<file path="config.mk">
export PLATFORM = sky130hd
export DESIGN_NAME = analog_output_param_diag
export DESIGN_NICKNAME = d
export VERILOG_FILES = /design/src/include/analog_output_param_diag_pkg.sv /design/src/verilog/analog_output_param_diag.sv
export VERILOG_INCLUDE_DIRS = /design/src /design/src/include
export SDC_FILE = /design/constraint.sdc
export NUM_CORES = 2
export LEC_CHECK = 0
export ABC_AREA = 1
export BUFFER_PORTS_ARGS = -buffer_cell sky130_fd_sc_hd__buf_2
export CAP_MARGIN = 5
export CORE_ASPECT_RATIO = 0.75
export CORE_MARGIN = 2
export CORE_UTILIZATION = 47
export DETAILED_ROUTE_END_ITERATION = 16
export SYNTH_ARGS = -nofsm -noshare
export SYNTH_HDL_FRONTEND = slang
export SYNTH_SLANG_ARGS = --single-unit
export TNS_END_PERCENT = 50
</file>
<file path="constraint.sdc">
create_clock -name ref_clk -period 10.22 [get_ports ref_clk]
set_clock_uncertainty 0.05 [all_clocks]
set_input_delay 3.066 -clock ref_clk [delete_from_list [all_inputs] [get_ports ref_clk]]
set_output_delay 3.066 -clock ref_clk [all_outputs]
set_load 0.02 [all_outputs]
</file>
<file path="src/include/analog_output_param_diag_regs.svh">
`ifndef ANALOG_OUTPUT_PARAM_DIAG_REGS_SVH
`define ANALOG_OUTPUT_PARAM_DIAG_REGS_SVH

// Record numbers
`define REC_PARAM_BASE      8'h00
`define REC_DIAG_SHORT      8'h00
`define REC_DIAG_FULL       8'h01
`define REC_RANGE_CH0       8'h80
`define REC_RANGE_CH3       8'h83

// Byte positions inside the records
`define PAR_SPARE_IDX       5'h00
`define PAR_SHORT_EN_IDX    5'h01
`define DIAG_SHORT_LEN      5'h04
`define DIAG_FULL_LEN       5'h14
`define DIAG_SUMMARY_IDX    5'h00
`define DIAG_CLASS_IDX      5'h01
`define DIAG_SPARE_IDX      5'h02
`define DIAG_INTERNAL_IDX   5'h03
`define DIAG_KIND_IDX       5'h04
`define DIAG_BITS_IDX       5'h05
`define DIAG_COUNT_IDX      5'h06
`define DIAG_GROUP_IDX      5'h07
`define DIAG_CHAN0_IDX      5'h08
`define DIAG_STAMP_IDX      5'h10

// Reset and constant values
`define SHORT_EN_RESET      8'h00
`define SHORT_EN_MASK       8'h0F
`define RANGE_RESET         8'h10
`define RANGE_FMTA          8'h10
`define RANGE_FMTB          8'h20
`define RANGE_OFF           8'hFF
`define CLASS_INFO_VALUE    8'h15
`define CHANNEL_KIND_VALUE  8'h73
`define DIAG_BITS_VALUE     8'h08
`define CHANNEL_COUNT_VALUE 8'h04

// Field positions
`define SUM_MODULE_BIT      0
`define SUM_INTERNAL_BIT    1
`define SUM_EXTERNAL_BIT    2
`define SUM_CHANNEL_BIT     3
`define SUM_AUX_BIT         4
`define SUM_PARAM_BIT       7
`define INT_OVERFLOW_BIT    3
`define INT_COMM_BIT        4
`define CHF_PARAM_BIT       0
`define CHF_SHORT_BIT       3

// Scaling: millivolt output = code * gain >> 16
`define FMTA_MAX_CODE       16'd32511
`define FMTB_MAX_CODE       16'd20480
`define FMTA_GAIN_MV        16'd23704
`define FMTB_GAIN_MV        17'd40000

// Microsecond ticker
`define TICK_PERIOD_NS      8
`define TICK_US_NS          1000
`define TICK_CYCLES         (`TICK_US_NS / `TICK_PERIOD_NS)

`endif

</file>
<file path="src/include/analog_output_param_diag_pkg.sv">
package analog_output_param_diag_pkg;

    typedef struct packed {
        logic       wr;
        logic       rd;
        logic [7:0] record_number;
        logic [4:0] byte_index;
        logic [7:0] wr_data;
    } record_req_type;

    typedef struct packed {
        logic       valid;
        logic       error;
        logic [7:0] data;
    } record_resp_type;

    typedef enum logic [1:0] {
        RANGE_FMTA_KIND,
        RANGE_FMTB_KIND,
        RANGE_OFF_KIND,
        RANGE_BAD_KIND
    } range_kind_type;

endpackage

</file>
<file path="src/verilog/analog_output_param_diag.sv">
// Function
// - Range select resets to 10h; FFh switches that channel off.
// - Short detect enable bits 0..3 per channel, upper bits reserved, reset 00h.
// - Code 10h: 27648 is 10 V, overrange to 32511, negatives clamp to 0 V.
// - Code 20h: 16384 is 10 V, overrange to 20480, negatives clamp to 0 V.
// - Parameter record 00h: spare, short enable; range bytes for channels 0..3 on records 80h..83h.
// - Errors light channel indicator and enter diagnostics; no interrupt raised.
// - Full diagnostic block on record 01h; first four bytes on record 00h.
// - Summary byte: failure, internal, external, channel, aux missing, parameter error.
// - Module class byte reads 15h: analog class, channel info present.
// - Internal byte: bit 3 buffer overflow, bit 4 communication error.
// - Channel kind byte reads 73h, analog output, bit 7 reserved.
// - Count bytes report 08h bits per channel and 04h channels.
// - Group error byte bit n set when channel n has an error.
// - Channel fault byte: bit 0 parameter error, bit 3 short to ground.
// - Short faults reported only where detection is enabled.
// - Four reserved zero bytes follow channel faults, then 4-byte timestamp.
// - Microsecond ticker starts at zero and wraps after 32-bit maximum.
`include "analog_output_param_diag_regs.svh"
`timescale 1ns/100ps
`default_nettype none

module analog_output_param_diag (
    input  wire logic                                    ref_clk,
    input  wire logic                                    sys_rst,
    input  wire logic                                    clk_en,
    input  wire analog_output_param_diag_pkg::record_req_type req,
    output var  analog_output_param_diag_pkg::record_resp_type resp_q,
    input  wire logic [63:0]                             ao_codes,
    input  wire logic [3:0]                              short_sense,
    input  wire logic                                    aux_supply_ok,
    input  wire logic                                    diag_overflow,
    input  wire logic                                    comm_error,
    output logic [63:0]                                  dac_mv_q,
    output logic [3:0]                                   chan_active_q,
    output logic [3:0]                                   chan_err_led_q,
    output logic                                         group_err_led_q
);
    import analog_output_param_diag_pkg::*;

    logic [7:0]  short_en_q;
    logic [31:0] range_sel_q;
    logic [3:0]  short_meta_q;
    logic [3:0]  short_sync_q;
    logic        aux_meta_q;
    logic        aux_sync_q;
    logic [6:0]  tick_div_q;
    logic [31:0] us_ticker_q;
    logic [31:0] stamp_q;
    logic [7:0]  summary_d;
    logic [7:0]  summary_q;
    logic [7:0]  internal_d;
    logic [7:0]  group_d;
    logic [31:0] chan_fault_d;
    logic [31:0] chan_fault_q;
    logic [3:0]  param_err;
    logic [7:0]  diag_byte;
    logic        diag_event;

    // Short sense and aux supply pins cross in through two flops
    always_ff @(posedge ref_clk) begin
        if (sys_rst) begin
            short_meta_q <= 4'h0;
            short_sync_q <= 4'h0;
            aux_meta_q   <= 1'b1;
            aux_sync_q   <= 1'b1;
        end else if (clk_en) begin
            short_meta_q <= short_sense;
            short_sync_q <= short_meta_q;
            aux_meta_q   <= aux_supply_ok;
            aux_sync_q   <= aux_meta_q;
        end
    end

    // Parameter writes
    always_ff @(posedge ref_clk) begin
        if (sys_rst) begin
            short_en_q  <= `SHORT_EN_RESET;
            range_sel_q <= {4{`RANGE_RESET}};
        end else if (clk_en && req.wr) begin
            if (req.record_number == `REC_PARAM_BASE && req.byte_index == `PAR_SHORT_EN_IDX) begin
                short_en_q <= req.wr_data & `SHORT_EN_MASK;
            end
            if (req.record_number >= `REC_RANGE_CH0 && req.record_number <= `REC_RANGE_CH3
                && req.byte_index == 5'h00) begin
                range_sel_q[8*req.record_number[1:0] +: 8] <= req.wr_data;
            end
        end
    end

    // Free-running microsecond ticker
    always_ff @(posedge ref_clk) begin
        if (sys_rst) begin
            tick_div_q  <= 7'h00;
            us_ticker_q <= 32'h0000_0000;
        end else if (clk_en) begin
            if (tick_div_q == 7'(`TICK_CYCLES - 1)) begin
                tick_div_q  <= 7'h00;
                us_ticker_q <= us_ticker_q + 32'h0000_0001;
            end else begin
                tick_div_q <= tick_div_q + 7'h01;
            end
        end
    end

    // Per-channel range decode, scaling and faults
    genvar ch;
    generate
        for (ch = 0; ch < 4; ch++) begin : g_chan
            range_kind_type kind;
            logic [15:0]    code;
            logic [15:0]    clamped;
            logic [32:0]    product;
            always_comb begin
                code = ao_codes[16*ch +: 16];
                case (range_sel_q[8*ch +: 8])
                    `RANGE_FMTA: kind = RANGE_FMTA_KIND;
                    `RANGE_FMTB: kind = RANGE_FMTB_KIND;
                    `RANGE_OFF: kind = RANGE_OFF_KIND;
                    default: kind = RANGE_BAD_KIND;
                endcase
                clamped = 16'h0000;
                product = 33'h0_0000_0000;
                if (kind == RANGE_FMTA_KIND) begin
                    clamped = code[15] ? 16'h0000 :
                              (code > `FMTA_MAX_CODE ? `FMTA_MAX_CODE : code);
                    product = {17'h0_0000, clamped} * {17'h0_0000, `FMTA_GAIN_MV};
                end else if (kind == RANGE_FMTB_KIND) begin
                    clamped = code[15] ? 16'h0000 :
                              (code > `FMTB_MAX_CODE ? `FMTB_MAX_CODE : code);
                    product = {17'h0_0000, clamped} * {16'h0000, `FMTB_GAIN_MV};
                end
            end
            assign param_err[ch] = (kind == RANGE_BAD_KIND);
            always_comb begin
                chan_fault_d[8*ch +: 8] = 8'h00;
                chan_fault_d[8*ch + `CHF_PARAM_BIT] = param_err[ch];
                chan_fault_d[8*ch + `CHF_SHORT_BIT] = short_sync_q[ch] && short_en_q[ch];
                group_d[ch] = |chan_fault_d[8*ch +: 8];
            end
            always_ff @(posedge ref_clk) begin
                if (sys_rst) begin
                    dac_mv_q[16*ch +: 16] <= 16'h0000;
                    chan_active_q[ch]     <= 1'b0;
                end else if (clk_en) begin
                    dac_mv_q[16*ch +: 16] <= product[31:16];
                    chan_active_q[ch]     <= (kind == RANGE_FMTA_KIND) || (kind == RANGE_FMTB_KIND);
                end
            end
        end
    endgenerate

    assign group_d[7:4] = 4'h0;

    always_comb begin
        internal_d = 8'h00;
        internal_d[`INT_OVERFLOW_BIT] = diag_overflow;
        internal_d[`INT_COMM_BIT]     = comm_error;
        summary_d = 8'h00;
        summary_d[`SUM_INTERNAL_BIT] = |internal_d;
        summary_d[`SUM_AUX_BIT]      = !aux_sync_q;
        summary_d[`SUM_EXTERNAL_BIT] = !aux_sync_q || |(short_sync_q & short_en_q[3:0]);
        summary_d[`SUM_CHANNEL_BIT]  = |group_d;
        summary_d[`SUM_PARAM_BIT]    = |param_err;
        summary_d[`SUM_MODULE_BIT]   = |internal_d || |group_d || !aux_sync_q;
    end

    // A newly set summary or channel fault bit stamps the ticker
    assign diag_event = |(summary_d & ~summary_q) || |(chan_fault_d & ~chan_fault_q);

    // Diagnostics and indicators; no interrupt path exists
    always_ff @(posedge ref_clk) begin
        if (sys_rst) begin
            summary_q       <= 8'h00;
            chan_fault_q    <= 32'h0000_0000;
            stamp_q         <= 32'h0000_0000;
            chan_err_led_q  <= 4'h0;
            group_err_led_q <= 1'b0;
        end else if (clk_en) begin
            summary_q       <= summary_d;
            chan_fault_q    <= chan_fault_d;
            chan_err_led_q  <= group_d[3:0];
            group_err_led_q <= summary_d[`SUM_MODULE_BIT];
            if (diag_event) begin
                stamp_q <= us_ticker_q;
            end
        end
    end

    // Diagnostic block byte map
    always_comb begin
        case (req.byte_index)
            `DIAG_SUMMARY_IDX: diag_byte = summary_q;
            `DIAG_CLASS_IDX: diag_byte = `CLASS_INFO_VALUE;
            `DIAG_SPARE_IDX: diag_byte = 8'h00;
            `DIAG_INTERNAL_IDX: diag_byte = internal_d;
            `DIAG_KIND_IDX: diag_byte = `CHANNEL_KIND_VALUE;
            `DIAG_BITS_IDX: diag_byte = `DIAG_BITS_VALUE;
            `DIAG_COUNT_IDX: diag_byte = `CHANNEL_COUNT_VALUE;
            `DIAG_GROUP_IDX: diag_byte = group_d;
            5'h08, 5'h09, 5'h0A, 5'h0B: diag_byte = chan_fault_q[8*req.byte_index[1:0] +: 8];
            5'h10, 5'h11, 5'h12, 5'h13: diag_byte = stamp_q[8*req.byte_index[1:0] +: 8];
            default: diag_byte = 8'h00;
        endcase
    end

    // Read answer one cycle after the strobe
    always_ff @(posedge ref_clk) begin
        if (sys_rst) begin
            resp_q <= '0;
        end else if (clk_en) begin
            resp_q.valid <= req.rd;
            resp_q.error <= 1'b0;
            resp_q.data  <= 8'h00;
            if (req.rd) begin
                if (req.record_number == `REC_DIAG_SHORT && req.byte_index < `DIAG_SHORT_LEN) begin
                    resp_q.data <= diag_byte;
                end else if (req.record_number == `REC_DIAG_FULL && req.byte_index < `DIAG_FULL_LEN) begin
                    resp_q.data <= diag_byte;
                end else if (req.record_number >= `REC_RANGE_CH0 && req.record_number <= `REC_RANGE_CH3
                             && req.byte_index == 5'h00) begin
                    resp_q.data <= range_sel_q[8*req.record_number[1:0] +: 8];
                end else begin
                    resp_q.error <= 1'b1;
                end
            end
        end
    end
endmodule

`default_nettype wire
</file>
==> flow_metrics.tcl <==
set metrics [dict create \
    worst_r2r_endpoint "stamp_q[24]" \
    synthTopCellsByArea "ha_1, fa_1, inv_1" \
    avgSynthCellArea_um2 7.293 \
    power_frac_seq 0.170 \
    wl_mm 99.47 \
    grt_pass1_wl_mm 161.6 \
    drive_above_1_share 0.05962 \
    hp-class "reg2reg" \
    combPwrFrac 0.666 \
    p_sw_mw 2.947 \
    cp-startpoint "ao_codes[15]" \
    cp_slowest_cell "fa_1" \
    clkLatencyLatePin_ns 0.56 \
    final_cell_count_no_fill 5933 \
    cts_resized 0 \
    clock-sinks 209 \
    synthFlopType "dfxtp_1" \
    cts_tree "yes" \
    yosys.area_share.simple 0.1941 \
    antenna_found_initial 1 \
    clock_power_share 0.164 \
    routedWlPerCell_um 16.77 \
    critPathLaunchType "input pin" \
    hold_viol_final 0 \
    vias_per_cell 5.179 \
    worstHoldEndpoint "resp_q[2]" \
    rows 86 \
    ant_nets 0 \
    area_growth_pct 7.609 \
    placed_cell_area_um2 36870 \
    power.density_nw_per_um2 152.0 \
    post-route-cell-area_um2 37720 \
    rr_worst_depth 12 \
    min_path_cells 2 \
    yosys.area.top_type "ha_1" \
    crit_fanout 16 \
    maxSlewHeadroom 0.2825 \
    nets 6028 \
    insertedDiodeCount 0 \
    port_buffers 175 \
    synth_fa_ha_area_frac 0.4240 \
    cts_root_buf "clkbuf_16" \
    vdd_drop_max_mv 0.1001 \
    worst_slack_ns 1.511 \
    power.total_mw 5.734 \
    fillers 7528 \
    synthTopCellsByCount "inv_1, nand2_1, ha_1" \
    worstPathArrival_ns 9.11 \
    end_kind "register" \
    min_from "resp_q[2]" \
    fin_hold_ws_ns 0.4141 \
    syn_inst 4807 \
    ios 180 \
    rsz0062_at_grt "no" \
    dp_hpwl_mm 84.92 \
    start_util 0.4763 \
    async_reset_ff_frac 0 \
    max_stage_delay_ns 0.57 \
    max_freq_ghz 0.1148 \
    tns_ns 0 \
    die_area_um2 76810 \
    cp.required_ns 10.62 \
    maxCapViolCount 0 \
    ys_ff_latch 209 \
    p_int_mw 2.787 \
    crit_top_cell "inv_1" \
    synth_cell_types 54 \
    r2r-start "range_sel_q[24]" \
    ys_warn_count 0 \
    syn_area_um2 35060 \
    synth_compound_area_frac 0.1147 \
    fin_crit_sh 0.8521 \
    dp.cells 5887 \
    grt_pass1_vias 29600 \
    dieHeight_um 240.5 \
    ff_latch_area_um2 4184 \
    final_util 0.5125 \
    num_vias 30730 \
    cts_setup_buffers 0 \
    switching_share 0.5139 \
    clockBufferDepth 3 \
    synth_top_family_by_area "adder cells" \
    gp_congestion 0.9250 \
    synthMuxAreaShare 0 \
    crit_type "in2reg" \
    report.final.slew_viol_count 0 \
    seq_area_frac_synth 0.1194 \
    grt_use_total 0.2618 \
    synth_top_area_frac 0.2299 \
    fin_crit_ns 8.709 \
    p_leak_nw 21.10 \
    dp_slack_ns 1.024 \
    grt_max_degree 81 \
    worst_slew_pin_slew_ns 1.076 \
    synth_edf_count 0 \
    core_um2 73600 \
    numCtsBuffers 26 \
    grt_overflow 0 \
    drtIter0Drc 2600 \
    status "complete, no violations" \
    multi_input_area_um2 26060 \
    cts_hold_buf 0 \
    clk_pin_slew_ns 0.05 \
    htree_levels 1 \
    setup_violations 0 \
    die_w_um 319.4 \
    r2r_setup_slack_ns 6.54 \
    synthXorXnorAreaFrac 0.009994 \
    synthMostInstantiatedCell "inv_1" \
    drtPass1Iterations 8 \
    drc_errors 0 \
]
-- final cells by class --
type                    count  area share
well taps                 968     0.03211
flip-flops and latches    209      0.1109
inverters                1177      0.1172
clock buffers              39     0.01987
repair buffers            191     0.02653
clock inverters             7    0.002720
multi-input cells        3342      0.6907
-- worst max-delay path by stage --
stage	to	slack, ns	depth (start not counted)
floorplan	dac_mv_q[3]	2.06	30
global placement	dac_mv_q[13]	1.10	28
detailed placement	dac_mv_q[12]	1.02	30
CTS	dac_mv_q[12]	1.58	30
global route	dac_mv_q[12]	0.94	29
finish	dac_mv_q[12]	1.51	30
-- critical path: cells and delay by family --
family | cells | cell delay, ns
compound gates | 3 | 0.43
fa+ha+maj | 6 | 2.51
buf+inv | 8 | 0.88
simple gates | 13 | 2.21
-- per-layer routing --
layer,vias to the layer above,track usage,wire length (µm)
met5,-,0,0
met4,0,0.03188,1093
met3,55,0.04658,7955
met2,910,0.3592,37130
met1,14210,0.4267,53290
li1,15550,-,-
-- power by group through the flow --
stage	Clock [mW]	Combinational [mW]	Sequential, mW
floorplan	0	2.67	1.04
global placement	0	3.75	0.996
detailed placement	0	3.75	0.995
CTS	0.960	3.79	0.978
global route	0.987	4.39	0.985
finish	0.938	3.82	0.977
-- state kept, by name, summed over array words and instances, names as in the netlist --
name / flops
us_ticker_q: 32
tick_div_q: 7
short_meta_q: 4
aux_sync_q: 1
range_sel_q: 32
dac_mv_q: 60
summary_q: 6
aux_meta_q: 1
short_sync_q: 4
stamp_q: 32
chan_active_q: 4
short_en_q: 4
chan_err_led_q: 4
chan_fault_q: 8
resp_q: 10
-- cells by family after synthesis --
kind of cell    after synthesis
compound gates              735
xor+xnor                     40
fa+ha+maj                   984
buf+inv                    1259
flops                       209
other cells                   1
simple gates               1579
-- cell usage in the layout (no fill, tap or decap), types with 20 or more instances in the layout --
master | Yosys | layout
nand3_1 | 233 | 233
inv_1 | 1165 | 1163
a21oi_1 | 326 | 326
nand2_1 | 658 | 658
o21ai_0 | 262 | 262
nor2_1 | 484 | 484
dfxtp_1 | 209 | 209
nor3_1 | 63 | 63
nand4_1 | 37 | 37
ha_1 | 644 | 644
buf_2 | 4 | 173
a31oi_1 | 25 | 25
o22ai_1 | 20 | 20
nor4_1 | 28 | 28
xor2_1 | 32 | 32
fa_1 | 340 | 340
o211ai_1 | 20 | 20
clkbuf_16 | 0 | 26
No activity file was read; power rests on OpenSTA's default activity.
